File: config.mk
export PLATFORM = sky130hd
export DESIGN_NAME = tacs_top
export DESIGN_NICKNAME = d
export VERILOG_FILES = /design/src/hdl/tacs_fifo.v /design/src/hdl/tacs_top.v
export VERILOG_INCLUDE_DIRS = /design/src /design/src/hdl
export SDC_FILE = /design/constraint.sdc
export NUM_CORES = 1
export LEC_CHECK = 0
export BUFFER_PORTS_ARGS = -buffer_cell sky130_fd_sc_hd__buf_2
export CORE_UTILIZATION = 58
export DETAILED_ROUTE_END_ITERATION = 6
export PLACE_DENSITY = 0.78
export SYNTH_ARGS = -nofsm -noshare
export SYNTH_HDL_FRONTEND = slang
export SYNTH_HIERARCHICAL = 1
export SYNTH_SLANG_ARGS = --single-unit
export TNS_END_PERCENT = 20
File: constraint.sdc
create_clock -name ref_clk_in -period 4.95 [get_ports ref_clk_in]
set_input_delay 0.2475 -clock ref_clk_in [delete_from_list [all_inputs] [get_ports ref_clk_in]]
set_output_delay 0.2475 -clock ref_clk_in [all_outputs]
set_load 0.01 [all_outputs]
File: src/hdl/tacs_map.vh
// Overview of operation
// - Status bits 11:8 show write location
// - Status bits 7:4 show read location
// - Status bit 3 high when FIFO full
// - Status bit 2 high when FIFO empty
// - Result into full FIFO sets overrun, dropped
// - Overrun flag raises overrun interrupt request
// - Status bit 0 high when count reaches watermark
// - Bank of 32 sixteen-bit step words
// - Low-word bits 15:14 read zero
// - High word: settle, in+, in-, ref+ fields
// - Low word: bias switches and ref- fields
// - Each bank entry written individually from bus
// - Idle waits settle cycles before pen interrupt
// - Idle routes positive input and negative input
// - Idle positive reference from bits 1:0
// - Idle negative reference from bits 1:0
// - Masked view shows five interrupts, bits 4:0
// - Clear write ones clear latched interrupts
// - Clear pulse lasts exactly one clock
// - Bit 2 clears brown-out, bit 1 pen
// - Bit 0 clears end-of-sequence interrupt
// - FIFO holds 16; overrun clears on read
// - Watermark clears once read below level
`ifndef TACS_MAP_VH
`define TACS_MAP_VH
// ==================================================
// Register offsets
`define TACS_FILL_VIEW_ADDR 8'h20
`define TACS_BANK_BASE_ADDR 8'h24
`define TACS_IDLE_HIGH_ADDR 8'hA4
`define TACS_IDLE_LOW_ADDR 8'hA8
`define TACS_MASKED_ADDR 8'hAC
`define TACS_CLEAR_ADDR 8'hB0
// ==================================================
// Fields
`define TACS_FS_WR_HI 11
`define TACS_FS_WR_LO 8
`define TACS_FS_RD_HI 7
`define TACS_FS_RD_LO 4
`define TACS_FS_FULL 3
`define TACS_FS_EMPTY 2
`define TACS_FS_OVR 1
`define TACS_FS_WMK 0
`define TACS_SETTLE_HI 15
`define TACS_SETTLE_LO 7
`define TACS_INP_HI 6
`define TACS_INP_LO 3
`define TACS_INM 2
`define TACS_REF_HI 1
`define TACS_REF_LO 0
`define TACS_BIAS_HI 13
`define TACS_BIAS_LO 2
`define TACS_LOW_MASK 16'h3FFF
`define TACS_IRQ_BO 2
`define TACS_IRQ_PEN 1
`define TACS_IRQ_EOS 0
`define TACS_RESET_WORD 32'h0000_0000
`endif

File: src/hdl/tacs_fifo.v
`timescale 1ns/1ps
`default_nettype none
// ==================================================
// Result FIFO
module tacs_fifo #(
    parameter WIDTH = 16,
    parameter DEPTH = 16,
    parameter AW = 4
) (
    input wire ref_clk_in,
    input wire rst_n_in,
    input wire in_valid_in,
    output wire in_ready_out,
    input wire [WIDTH-1:0] in_data_in,
    output wire out_valid_out,
    input wire out_ready_in,
    output wire [WIDTH-1:0] out_data_out,
    output reg [AW-1:0] wr_ptr_out,
    output reg [AW-1:0] rd_ptr_out,
    output reg [AW:0] count_out
);
    reg [WIDTH-1:0] mem [0:DEPTH-1];
    wire push;
    wire pop;
    assign in_ready_out = (count_out != DEPTH[AW:0]);
    assign out_valid_out = (count_out != {(AW+1){1'b0}});
    assign push = in_valid_in && in_ready_out;
    assign pop = out_valid_out && out_ready_in;
    assign out_data_out = mem[rd_ptr_out];
    // Storage written only on accepted push
    always @(posedge ref_clk_in) begin
        if (push) begin
            mem[wr_ptr_out] <= in_data_in;
        end
    end
    always @(posedge ref_clk_in) begin
        if (!rst_n_in) begin
            wr_ptr_out <= {AW{1'b0}};
            rd_ptr_out <= {AW{1'b0}};
            count_out <= {(AW+1){1'b0}};
        end else begin
            if (push) begin
                wr_ptr_out <= (wr_ptr_out == DEPTH[AW-1:0] - 1'b1) ? {AW{1'b0}}
                    : wr_ptr_out + 1'b1;
            end
            if (pop) begin
                rd_ptr_out <= (rd_ptr_out == DEPTH[AW-1:0] - 1'b1) ? {AW{1'b0}}
                    : rd_ptr_out + 1'b1;
            end
            if (push && !pop) begin
                count_out <= count_out + 1'b1;
            end else if (pop && !push) begin
                count_out <= count_out - 1'b1;
            end
        end
    end
endmodule
`default_nettype wire

File: src/hdl/tacs_top.v
`timescale 1ns/1ps
`default_nettype none
`include "tacs_map.vh"
// ==================================================
// Touch ADC control and status registers
module tacs_top #(
    parameter WIDTH = 16,
    parameter DEPTH = 16,
    parameter AW = 4,
    parameter SETW = 9
) (
    input wire ref_clk_in,
    input wire rst_n_in,
    input wire psel_in,
    input wire penable_in,
    input wire pwrite_in,
    input wire [7:0] paddr_in,
    input wire [31:0] pwdata_in,
    output reg [31:0] prdata_out,
    output wire pready_out,
    output wire pslverr_out,
    input wire result_valid_in,
    input wire [WIDTH-1:0] result_data_in,
    output wire result_ready_out,
    output wire rd_valid_out,
    output wire [WIDTH-1:0] rd_data_out,
    input wire rd_ready_in,
    input wire [AW-1:0] watermark_level_in,
    input wire [4:0] irq_mask_in,
    input wire supply_drop_in,
    input wire pen_down_in,
    input wire sequence_end_in,
    input wire idle_enter_in,
    input wire conv_clk_tick_in,
    output reg pen_irq_enable_out,
    output reg [3:0] idle_positive_input_select_out,
    output reg idle_negative_input_select_out,
    output reg [1:0] idle_positive_reference_select_out,
    output reg [11:0] idle_bias_switches_out,
    output reg [1:0] idle_negative_reference_select_out,
    output wire overrun_irq_out,
    output reg [2:0] clear_pulse_out
);
    reg [15:0] bank [0:31];
    reg [15:0] idle_high_word;
    reg [13:0] idle_low_word;
    reg fifo_overrun_flag;
    reg supply_drop_irq;
    reg pen_down_irq;
    reg sequence_end_irq;
    reg [SETW-1:0] settle_cnt;
    reg settling;
    wire [AW-1:0] fifo_write_location;
    wire [AW-1:0] fifo_read_location;
    wire [AW:0] count;
    wire fifo_full_flag;
    wire fifo_empty_flag;
    wire fifo_at_watermark_flag;
    wire wr_en;
    wire rd_en;
    wire fifo_ready;
    wire [4:0] masked_irq_view;
    wire [31:0] fifo_fill_view;
    wire [2:0] clr;
    assign pready_out = 1'b1;
    assign pslverr_out = 1'b0;
    assign wr_en = psel_in && penable_in && pwrite_in;
    assign rd_en = psel_in && penable_in && !pwrite_in;
    // ==================================================
    // Result FIFO instance
    tacs_fifo #(.WIDTH(WIDTH), .DEPTH(DEPTH), .AW(AW)) u_fifo (
        .ref_clk_in(ref_clk_in),
        .rst_n_in(rst_n_in),
        .in_valid_in(result_valid_in),
        .in_ready_out(fifo_ready),
        .in_data_in(result_data_in),
        .out_valid_out(rd_valid_out),
        .out_ready_in(rd_ready_in),
        .out_data_out(rd_data_out),
        .wr_ptr_out(fifo_write_location),
        .rd_ptr_out(fifo_read_location),
        .count_out(count)
    );
    assign result_ready_out = fifo_ready;
    assign fifo_full_flag = (count == DEPTH[AW:0]);
    assign fifo_empty_flag = (count == {(AW+1){1'b0}});
    // watermark; level 0..15 means 1..16 entries, clears below
    assign fifo_at_watermark_flag = (count >= ({1'b0, watermark_level_in} + 1'b1));
    assign fifo_fill_view = {20'h0_0000, fifo_write_location, fifo_read_location,
        fifo_full_flag, fifo_empty_flag, fifo_overrun_flag, fifo_at_watermark_flag};
    assign overrun_irq_out = fifo_overrun_flag;
    assign masked_irq_view = {supply_drop_irq, pen_down_irq, sequence_end_irq,
        fifo_at_watermark_flag, fifo_overrun_flag} & irq_mask_in;
    assign clr = (wr_en && paddr_in == `TACS_CLEAR_ADDR) ? pwdata_in[2:0] : 3'h0;
    // ==================================================
    // Overrun flag; set wins over read clear
    always @(posedge ref_clk_in) begin
        if (!rst_n_in) begin
            fifo_overrun_flag <= 1'b0;
        end else if (result_valid_in && fifo_full_flag) begin
            // every dropped arrival flags, even beside a read
            fifo_overrun_flag <= 1'b1;
        end else if (rd_valid_out && rd_ready_in) begin
            fifo_overrun_flag <= 1'b0;
        end
    end
    // ==================================================
    // Latched interrupts; a new event beats its clear
    always @(posedge ref_clk_in) begin
        if (!rst_n_in) begin
            supply_drop_irq <= 1'b0;
            pen_down_irq <= 1'b0;
            sequence_end_irq <= 1'b0;
            clear_pulse_out <= 3'h0;
        end else begin
            clear_pulse_out <= clr;
            supply_drop_irq <= supply_drop_in | (supply_drop_irq & ~clr[`TACS_IRQ_BO]);
            pen_down_irq <= (pen_down_in & pen_irq_enable_out)
                | (pen_down_irq & ~clr[`TACS_IRQ_PEN]);
            sequence_end_irq <= sequence_end_in | (sequence_end_irq & ~clr[`TACS_IRQ_EOS]);
        end
    end
    // ==================================================
    // Register writes
    always @(posedge ref_clk_in) begin
        if (!rst_n_in) begin
            idle_high_word <= 16'h0000;
            idle_low_word <= 14'h0000;
        end else if (wr_en) begin
            if (paddr_in == `TACS_IDLE_HIGH_ADDR) begin
                idle_high_word <= pwdata_in[15:0];
            end else if (paddr_in == `TACS_IDLE_LOW_ADDR) begin
                idle_low_word <= pwdata_in[13:0];
            end
        end
    end
    // bank of 32 words, even index high word, odd low word
    always @(posedge ref_clk_in) begin
        if (wr_en && paddr_in >= `TACS_BANK_BASE_ADDR && paddr_in < `TACS_IDLE_HIGH_ADDR
            && paddr_in[1:0] == 2'b00) begin
            bank[paddr_in[6:2] - 5'h09] <= pwdata_in[15:0];
        end
    end
    // ==================================================
    // Idle routing outputs
    always @(posedge ref_clk_in) begin
        if (!rst_n_in) begin
            idle_positive_input_select_out <= 4'h0;
            idle_negative_input_select_out <= 1'b0;
            idle_positive_reference_select_out <= 2'h0;
            idle_bias_switches_out <= 12'h000;
            idle_negative_reference_select_out <= 2'h0;
        end else begin
            idle_positive_input_select_out <= idle_high_word[`TACS_INP_HI:`TACS_INP_LO];
            idle_negative_input_select_out <= idle_high_word[`TACS_INM];
            idle_positive_reference_select_out <= idle_high_word[`TACS_REF_HI:`TACS_REF_LO];
            // bias switches, all twelve bits from low word 13:2
            idle_bias_switches_out <= idle_low_word[`TACS_BIAS_HI:`TACS_BIAS_LO];
            idle_negative_reference_select_out <= idle_low_word[`TACS_REF_HI:`TACS_REF_LO];
        end
    end
    // ==================================================
    // Idle settle counter in converter clock ticks
    always @(posedge ref_clk_in) begin
        if (!rst_n_in) begin
            settle_cnt <= {SETW{1'b0}};
            settling <= 1'b0;
            pen_irq_enable_out <= 1'b0;
        end else if (idle_enter_in) begin
            settle_cnt <= idle_high_word[`TACS_SETTLE_HI:`TACS_SETTLE_LO];
            settling <= 1'b1;
            pen_irq_enable_out <= 1'b0;
        end else if (settling) begin
            if (settle_cnt == {SETW{1'b0}}) begin
                settling <= 1'b0;
                pen_irq_enable_out <= 1'b1;
            end else if (conv_clk_tick_in) begin
                settle_cnt <= settle_cnt - 1'b1;
            end
        end
    end
    // ==================================================
    // Read mux; unmapped reads zero
    always @(posedge ref_clk_in) begin
        if (!rst_n_in) begin
            prdata_out <= `TACS_RESET_WORD;
        end else if (psel_in && !penable_in && !pwrite_in) begin
            if (paddr_in == `TACS_FILL_VIEW_ADDR) begin
                prdata_out <= fifo_fill_view;
            end else if (paddr_in == `TACS_IDLE_HIGH_ADDR) begin
                prdata_out <= {16'h0000, idle_high_word};
            end else if (paddr_in == `TACS_IDLE_LOW_ADDR) begin
                prdata_out <= {18'h0_0000, idle_low_word};
            end else if (paddr_in == `TACS_MASKED_ADDR) begin
                prdata_out <= {27'h000_0000, masked_irq_view};
            end else if (paddr_in >= `TACS_BANK_BASE_ADDR && paddr_in < `TACS_IDLE_HIGH_ADDR
                && paddr_in[1:0] == 2'b00) begin
                prdata_out <= {16'h0000, bank[paddr_in[6:2] - 5'h09]
                    & (paddr_in[2] ? 16'hFFFF : `TACS_LOW_MASK)};
            end else begin
                prdata_out <= `TACS_RESET_WORD;
            end
        end
    end
endmodule
`default_nettype wire

==> results.json, run 1 <==
{
  "critPathArrivalTime_ns": 3.18,
  "crit_path_top_delay_cell": "dfxtp_4",
  "grt_pass1_vias": 18718,
  "grt_pass1_wl_mm": 122.9,
  "synth_commonest_cells": "edfxtp_1, mux4_2, dfxtp_1, nor2_1, nand2_1",
  "fin_crit_ns": 3.427,
  "crit_type": "reg -> out",
  "dr.pass1.iters": 6,
  "track_usage": 0.2875,
  "yosysTopAreaCellShare": 0.6759,
  "io_buffers": 120,
  "use_met2": 0.4653,
  "hold_viol": 0,
  "htree_levels": 3,
  "hold_class": "in -> reg",
  "power_mw": 16.48,
  "skew_ns": 0.02456,
  "synth_top_area_cell": "edfxtp_1",
  "drive_gt1_frac": 0.2601,
  "pwr-share-clk": 0.403,
  "dp_hpwl_mm": 49.65,
  "clock_latency_ns": 0.65,
  "route.detailed.drc": 0,
  "wire_per_inst_microns": 29.54,
  "startpoint_type": "flop",
  "status": "completed",
  "switching_share": 0.2319,
  "avgSynthCellArea_sq_um": 18.73,
  "chipHeight_microns": 244.2,
  "r2r_slack_ns": 2.09,
  "use_met3": 0.06332,
  "fill_cells": 3567,
  "r2r_start": "u_fifo/count_out[0]$_SDFFE_PN0P_",
  "worstHoldStart": "conv_clk_tick_in",
  "cts-root-buf": "clkbuf_16",
  "fin_nets": 2118,
  "comb_power_share": 0.096,
  "max_stage_delay_ns": 1.08,
  "stdcell_area_sq_um": 38850,
  "cts.sinks": 868,
  "p_leak_nw": 13.05,
  "cts_setup_buffers": 0,
  "antenna_left": 0,
  "whs_ns": 0.1418,
  "synth-edff-count": 766,
  "holdPathEnd": "settle_cnt[0]$_SDFFE_PN0P_",
  "routed_wl_mm": 84.52,
  "fp.dieW_microns": 244.2,
  "async_flop_share": 0,
  "crit_path_end_kind": "output pin",
  "ys_seq_elements": 868,
  "numCtsBuffers": 84,
  "peakVddDrop_mv": 0.4234,
  "path_max_fanout": 55,
  "p_switching_mw": 3.821,
  "cp_cell_sequence": "buf_4 > mux4_2 > a22oi_1 > nand2_1 > buf_2",
  "maxCapViolCount": 0,
  "fmax_mhz": 291.8,
  "overflow": 0,
  "syn_area_sq_um": 34030,
  "ys_types": 81,
  "boundaryPins": 155,
  "std_cell_rows": 88,
  "synth_cells": 1817,
  "cts_tree": "done",
  "antenna_found_initial": 11,
  "place_area_sq_um": 35730,
  "area_growth_pct": 14.16,
  "drtIter0Drc": 2500,
  "cellPowerDensity_nw_per_um2": 424.2,
  "cts.path.max_buffers": 3,
  "r2r_cells": 9,
  "slew_violations": 0,
  "cp.required_ns": 4.70,
  "met1_usage": 0.3807,
  "yosysSeqAreaShare": 0.7359,
  "start_util": 0.5887,
  "vias": 18640,
  "tns_ns": 0,
  "finalWeightedCongestion": 0.8931,
  "synthTopCellsByArea": "edfxtp_1, mux4_2, dfxtp_1",
  "core-area_sq_um": 57810,
  "rsz0062_at_grt": "false",
  "pwr-share-seq": 0.501,
  "grt_max_degree": 102,
  "cts.clk_slew.worst_paths_ns": 0.06,
  "setup_viol": 0,
  "slew_headroom": 0.2513,
  "yosysMostFrequentCell": "edfxtp_1",
  "synthFlopType": "edfxtp_1",
  "worstReg2RegEnd": "u_fifo/count_out[3]$_SDFFE_PN0P_",
  "viasPerCell": 6.515,
  "hold_depth": 4,
  "tightest_slew_ns": 1.122,
  "yosys_warnings": 6,
  "busiest_layer": "met2",
  "die-area_sq_um": 59650,
  "internal-power_mw": 12.66,
  "fin_crit_sh": 0.6924
}
[stage by stage]
stage	setup WS, ns	utilization	cells
CTS	1.403	0.6717	2853
finish	1.523	0.6721	2861
detailed placement	1.132	0.6180	2676
global placement	1.246	0.6180	2676
global route	1.278	0.6718	2854
floorplan	1.413	-	1833
[critical path, delay by kind of cell, from the launching register on]
kind | cells | cell delay [ns]
AOI/OAI and AO/OA | 1 | 0.26
buffers and inverters | 2 | 0.54
DFF | 1 | 1.08
muxes | 1 | 0.54
and+or+nand+nor | 1 | 0.08
[power groups by stage]
stage                     Sequential [mW]  Clock, mW  Combinational, mW
after floorplan                      8.26          0               1.13
after global placement               8.40          0               1.49
after detailed placement             8.41          0               1.54
after CTS                            8.26       6.70               1.58
after global routing                 8.27       6.96               1.67
final                                8.25       6.64               1.58
[per-layer routing]
metal  vias up  part of all wire
met5         -           0.00082
met4        10             0.043
met3       214              0.10
met2      1157              0.49
met1      9517              0.36
li1       7742                 -
[registers in the layout, indices dropped and copies added, names as in the netlist, 5 cells and up, named ones only]
signal and cells:
bank 510, idle_bias_switches_out 12, idle_high_word 16, idle_low_word 14, prdata_out 16, settle_cnt 9
u_fifo/count_out 5, u_fifo/mem 256
[cell usage in the layout, fill, tap and decap left out, types with 11 or more instances in the layout]
cell type	instances
edfxtp_1	766
mux4_2	191
buf_2	119
dfxtp_1	100
nor2_1	89
clkbuf_16	86
buf_4	73
nand2_1	54
nor2b_1	48
o22ai_1	47
a22oi_1	39
mux2i_1	38
and2_1	29
a21oi_1	28
nor3_1	22
dlygate4sd3_1	22
nand3_1	20
ha_1	20
conb_1	18
clkinv_1	16
inv_1	15
o21ai_0	15
clkbuf_1	14
nor4_1	12
clkinv_2	12
bufinv_16	11
[final cells by class]
class | instances | area (sq um) | share of cell area
repair buffers | 217 | 1418 | 0.03649
flip-flops and latches | 868 | 25050 | 0.6448
multi-input cells | 833 | 8466 | 0.2179
clock buffers | 105 | 2273 | 0.05852
well taps | 765 | 957.2 | 0.02464
clock inverters | 50 | 609.3 | 0.01568
inverters | 15 | 56.30 | 0.001449
diodes | 8 | 20.02 | 0.0005153
[how the worst max path moves through the flow]
stage,cells after the start,to,start,slack [ns]
floorplan,11,bank[10][0]$_DFFE_PP_,paddr_in[2],1.41
global placement,8,bank[25][8]$_DFFE_PP_,paddr_in[2],1.25
detailed placement,8,bank[24][1]$_DFFE_PP_,paddr_in[2],1.13
CTS,5,rd_data_out[6],flop,1.40
global route,5,rd_data_out[6],flop,1.28
finish,5,rd_data_out[6],flop,1.52
[cell families (layout without fill, tap and decap cells)]
| kind of cell | Yosys count | after routing | synth area share |
|---|---|---|---|
| AO/OA/AOI/OAI | 214 | 214 | 0.04361 |
| AND/OR/NAND/NOR | 336 | 336 | 0.05180 |
| multiplexers | 230 | 230 | 0.1379 |
| adder cells (fa/ha/maj) | 22 | 22 | 0.008309 |
| flip-flops | 868 | 868 | 0.7359 |
| buffers and inverters | 132 | 387 | 0.01886 |
| other | 2 | 26 | 0.0002207 |
| XOR/XNOR | 13 | 13 | 0.003346 |
[timing repair]
item	in CTS	in global routing
hold buffers	22	0
gates resized for setup	0	0
hold endpoints to repair	266	0
setup endpoints to repair	0	0
Power figures use the tool's default switching activity.
==> run 2, diff against run 1 <==
--- a/config.mk
+++ b/config.mk
@@ -6,6 +6,7 @@
 export SDC_FILE = /design/constraint.sdc
 export NUM_CORES = 1
 export LEC_CHECK = 0
+export ABC_AREA = 1
 export BUFFER_PORTS_ARGS = -buffer_cell sky130_fd_sc_hd__buf_2
 export CORE_UTILIZATION = 58
 export DETAILED_ROUTE_END_ITERATION = 6
==> constraint.sdc (replaced) <==
create_clock -name ref_clk_in -period 3.5 [get_ports ref_clk_in]
set_input_delay 0.175 -clock ref_clk_in [delete_from_list [all_inputs] [get_ports ref_clk_in]]
set_output_delay 0.175 -clock ref_clk_in [all_outputs]
set_load 0.01 [all_outputs]
==> results.json, run 2 <==
{
  "switching_share": 0.2641,
  "io_buffers": 120,
  "async_flop_share": 0,
  "tightest_slew_ns": 1.135,
  "fp.dieW_microns": 252.5,
  "synthTopCellsByArea": "edfxtp_1, nand2_1, dfxtp_1",
  "max_stage_delay_ns": 0.59,
  "status": "finished, violations left",
  "largest_reg_flops": 512,
  "place_area_sq_um": 37880,
  "dp_hpwl_mm": 51.78,
  "ys_types": 46,
  "yosysSeqAreaShare": 0.6900,
  "fmax_mhz": 343.5,
  "avgSynthCellArea_sq_um": 10.97,
  "viasPerCell": 5.770,
  "layout_common_cells": "nand2_1, edfxtp_1, nand3_1, a21oi_1, inv_1",
  "layout_commonest_cell": "nand2_1",
  "grt_max_degree": 172,
  "hold_viol": 0,
  "tns_ns": 0,
  "failed_checks": "design-rule violations",
  "route.detailed.drc": 1,
  "rsz0062_at_grt": "false",
  "cts.sinks": 870,
  "antenna_left": 0,
  "area_growth_pct": 12.39,
  "die-area_sq_um": 63740,
  "path_common_cell": "nand2_1",
  "cp_cell_sequence": "inv_4 > buf_4 > nand2_1 > nand2_1 > nand2_1 > nand3_1 > nand3_1 > nand2_1 > buf_2",
  "cts.path.max_buffers": 3,
  "cts-root-buf": "clkbuf_16",
  "overflow": 0,
  "whs_ns": 0.01938,
  "stdcell_area_sq_um": 40890,
  "drive_gt1_frac": 0.1161,
  "yosys_warnings": 6,
  "ys_seq_elements": 870,
  "pwr-share-seq": 0.489,
  "maxCapViolCount": 0,
  "synthFlopType": "edfxtp_1",
  "grt_pass1_vias": 23940,
  "synth-edff-count": 768,
  "setup_viol": 0,
  "drtIter0Drc": 2958,
  "p_leak_nw": 15.77,
  "grt_pass1_wl_mm": 134.5,
  "cts_setup_buffers": 0,
  "syn_area_sq_um": 36380,
  "peakVddDrop_mv": 0.4392,
  "chipHeight_microns": 252.5,
  "crit_path_end_kind": "output pin",
  "synth_top_area_cell": "edfxtp_1",
  "pwr-share-clk": 0.377,
  "clock_latency_ns": 0.64,
  "crit_path_top_delay_cell": "inv_4",
  "track_usage": 0.2795,
  "routed_wl_mm": 89.55,
  "hold_class": "in -> reg",
  "htree_levels": 3,
  "core-area_sq_um": 61830,
  "boundaryPins": 155,
  "numCtsBuffers": 86,
  "cts.clk_slew.worst_paths_ns": 0.06,
  "wire_per_inst_microns": 20.45,
  "internal-power_mw": 17.45,
  "vias": 25266,
  "yosysMostFrequentCell": "nand2_1",
  "slew_headroom": 0.2426,
  "dr.pass1.iters": 7,
  "std_cell_rows": 91,
  "yosysTopAreaCellShare": 0.6338,
  "slew_violations": 0,
  "cp.required_ns": 3.32,
  "synth_cells": 3316,
  "cellPowerDensity_nw_per_um2": 579.7,
  "hold_buffers": 26,
  "fin_crit_ns": 2.911,
  "p_switching_mw": 6.262,
  "synth_commonest_cells": "nand2_1, edfxtp_1, nand3_1, a21oi_1, inv_1",
  "cts_tree": "done",
  "path_max_fanout": 77,
  "fin_nets": 3571,
  "skew_ns": 0.02686,
  "final_util": 0.6614,
  "crit_type": "reg -> out",
  "antenna_found_initial": 4,
  "finalWeightedCongestion": 0.8961,
  "start_util": 0.5885,
  "fin_crit_sh": 0.8317,
  "comb_power_share": 0.134,
  "critPathArrivalTime_ns": 2.74,
  "cts_resized": 0,
  "startpoint_type": "flop"
}
## run 2: cell count changes after synthesis, sizes merged, moves of 85 or more
cell,delta
nand2,+997
inv,+187
buf,+88
a21oi,+198
nand3,+299
nor2,+96
o21ai,+85
mux4,-191
## run 2: worst paths after layout
| path | start | endpoint | slack, ns | depth (start not counted) |
|---|---|---|---|---|
| max | flop | rd_data_out[1] | 0.59 | 9 |
| min | penable_in | idle_high_word[15]$_SDFFE_PN0P_ | 0.02 | 5 |
| max reg2reg | u_fifo/count_out[0]$_SDFFE_PN0P_ | u_fifo/count_out[3]$_SDFFE_PN0P_ | 0.95 | 13 |
| min reg2reg | idle_high_word[5]$_SDFFE_PN0P_ | idle_positive_input_select_out[2]$_SDFF_PN0_ | 0.46 | 2 |
## run 2: cells by family (layout without fill, tap and decap cells)
kind of cell             after synthesis  in the layout  synth area share
adder cells (fa/ha/maj)               22             22          0.007772
other                                  2             21         0.0002064
buffers and inverters                393            600           0.05124
flip-flops                           870            870            0.6900
AND/OR/NAND/NOR                     1597           1597            0.1830
XOR/XNOR                              11             11          0.002648
AO/OA/AOI/OAI                        421            421           0.06520
## run 2: metrics by stage
step                      std cells  power, mW  setup slack [ns]
final                          4379      23.71            0.5891
after detailed placement       4195      14.88            0.6169
after global placement         4195      14.79            0.6555
after floorplan                3332      13.94            0.3952
after CTS                      4376      23.70            0.5643
after global routing           4378      24.47            0.3992
## run 2: cell type report
type	instances	area, sq um
antenna	3	7.507
clock inverter	47	430.4
fill	4295	20930
multi-input combinational	2069	9537
clock buffer	108	2318
inverter	205	782.0
timing repair buffer	240	1663
tap	837	1047
sequential	870	25110
## run 2: power groups by stage
stage | logic, mW | clock network, mW | registers [mW]
floorplan | 2.21 | 0 | 11.7
global placement | 3.00 | 0 | 11.8
detailed placement | 3.08 | 0 | 11.8
CTS | 3.14 | 8.98 | 11.6
global route | 3.50 | 9.37 | 11.6
finish | 3.18 | 8.95 | 11.6
## run 2: metal layers
layer	vias to the layer above	GRT usage	part of all wire
met2	1430	0.4573	0.48
met3	230	0.05479	0.098
met4	2	0.1254	0.043
li1	11652	-	-
met1	11952	0.3632	0.38
met5	-	0	0.00011
## run 2: worst max-delay path, delay by kind of cell, from the launching register on
kind | cells | cell delay [ns]
buf+inv | 3 | 1.16
flops | 1 | 0.36
simple gates | 6 | 0.56
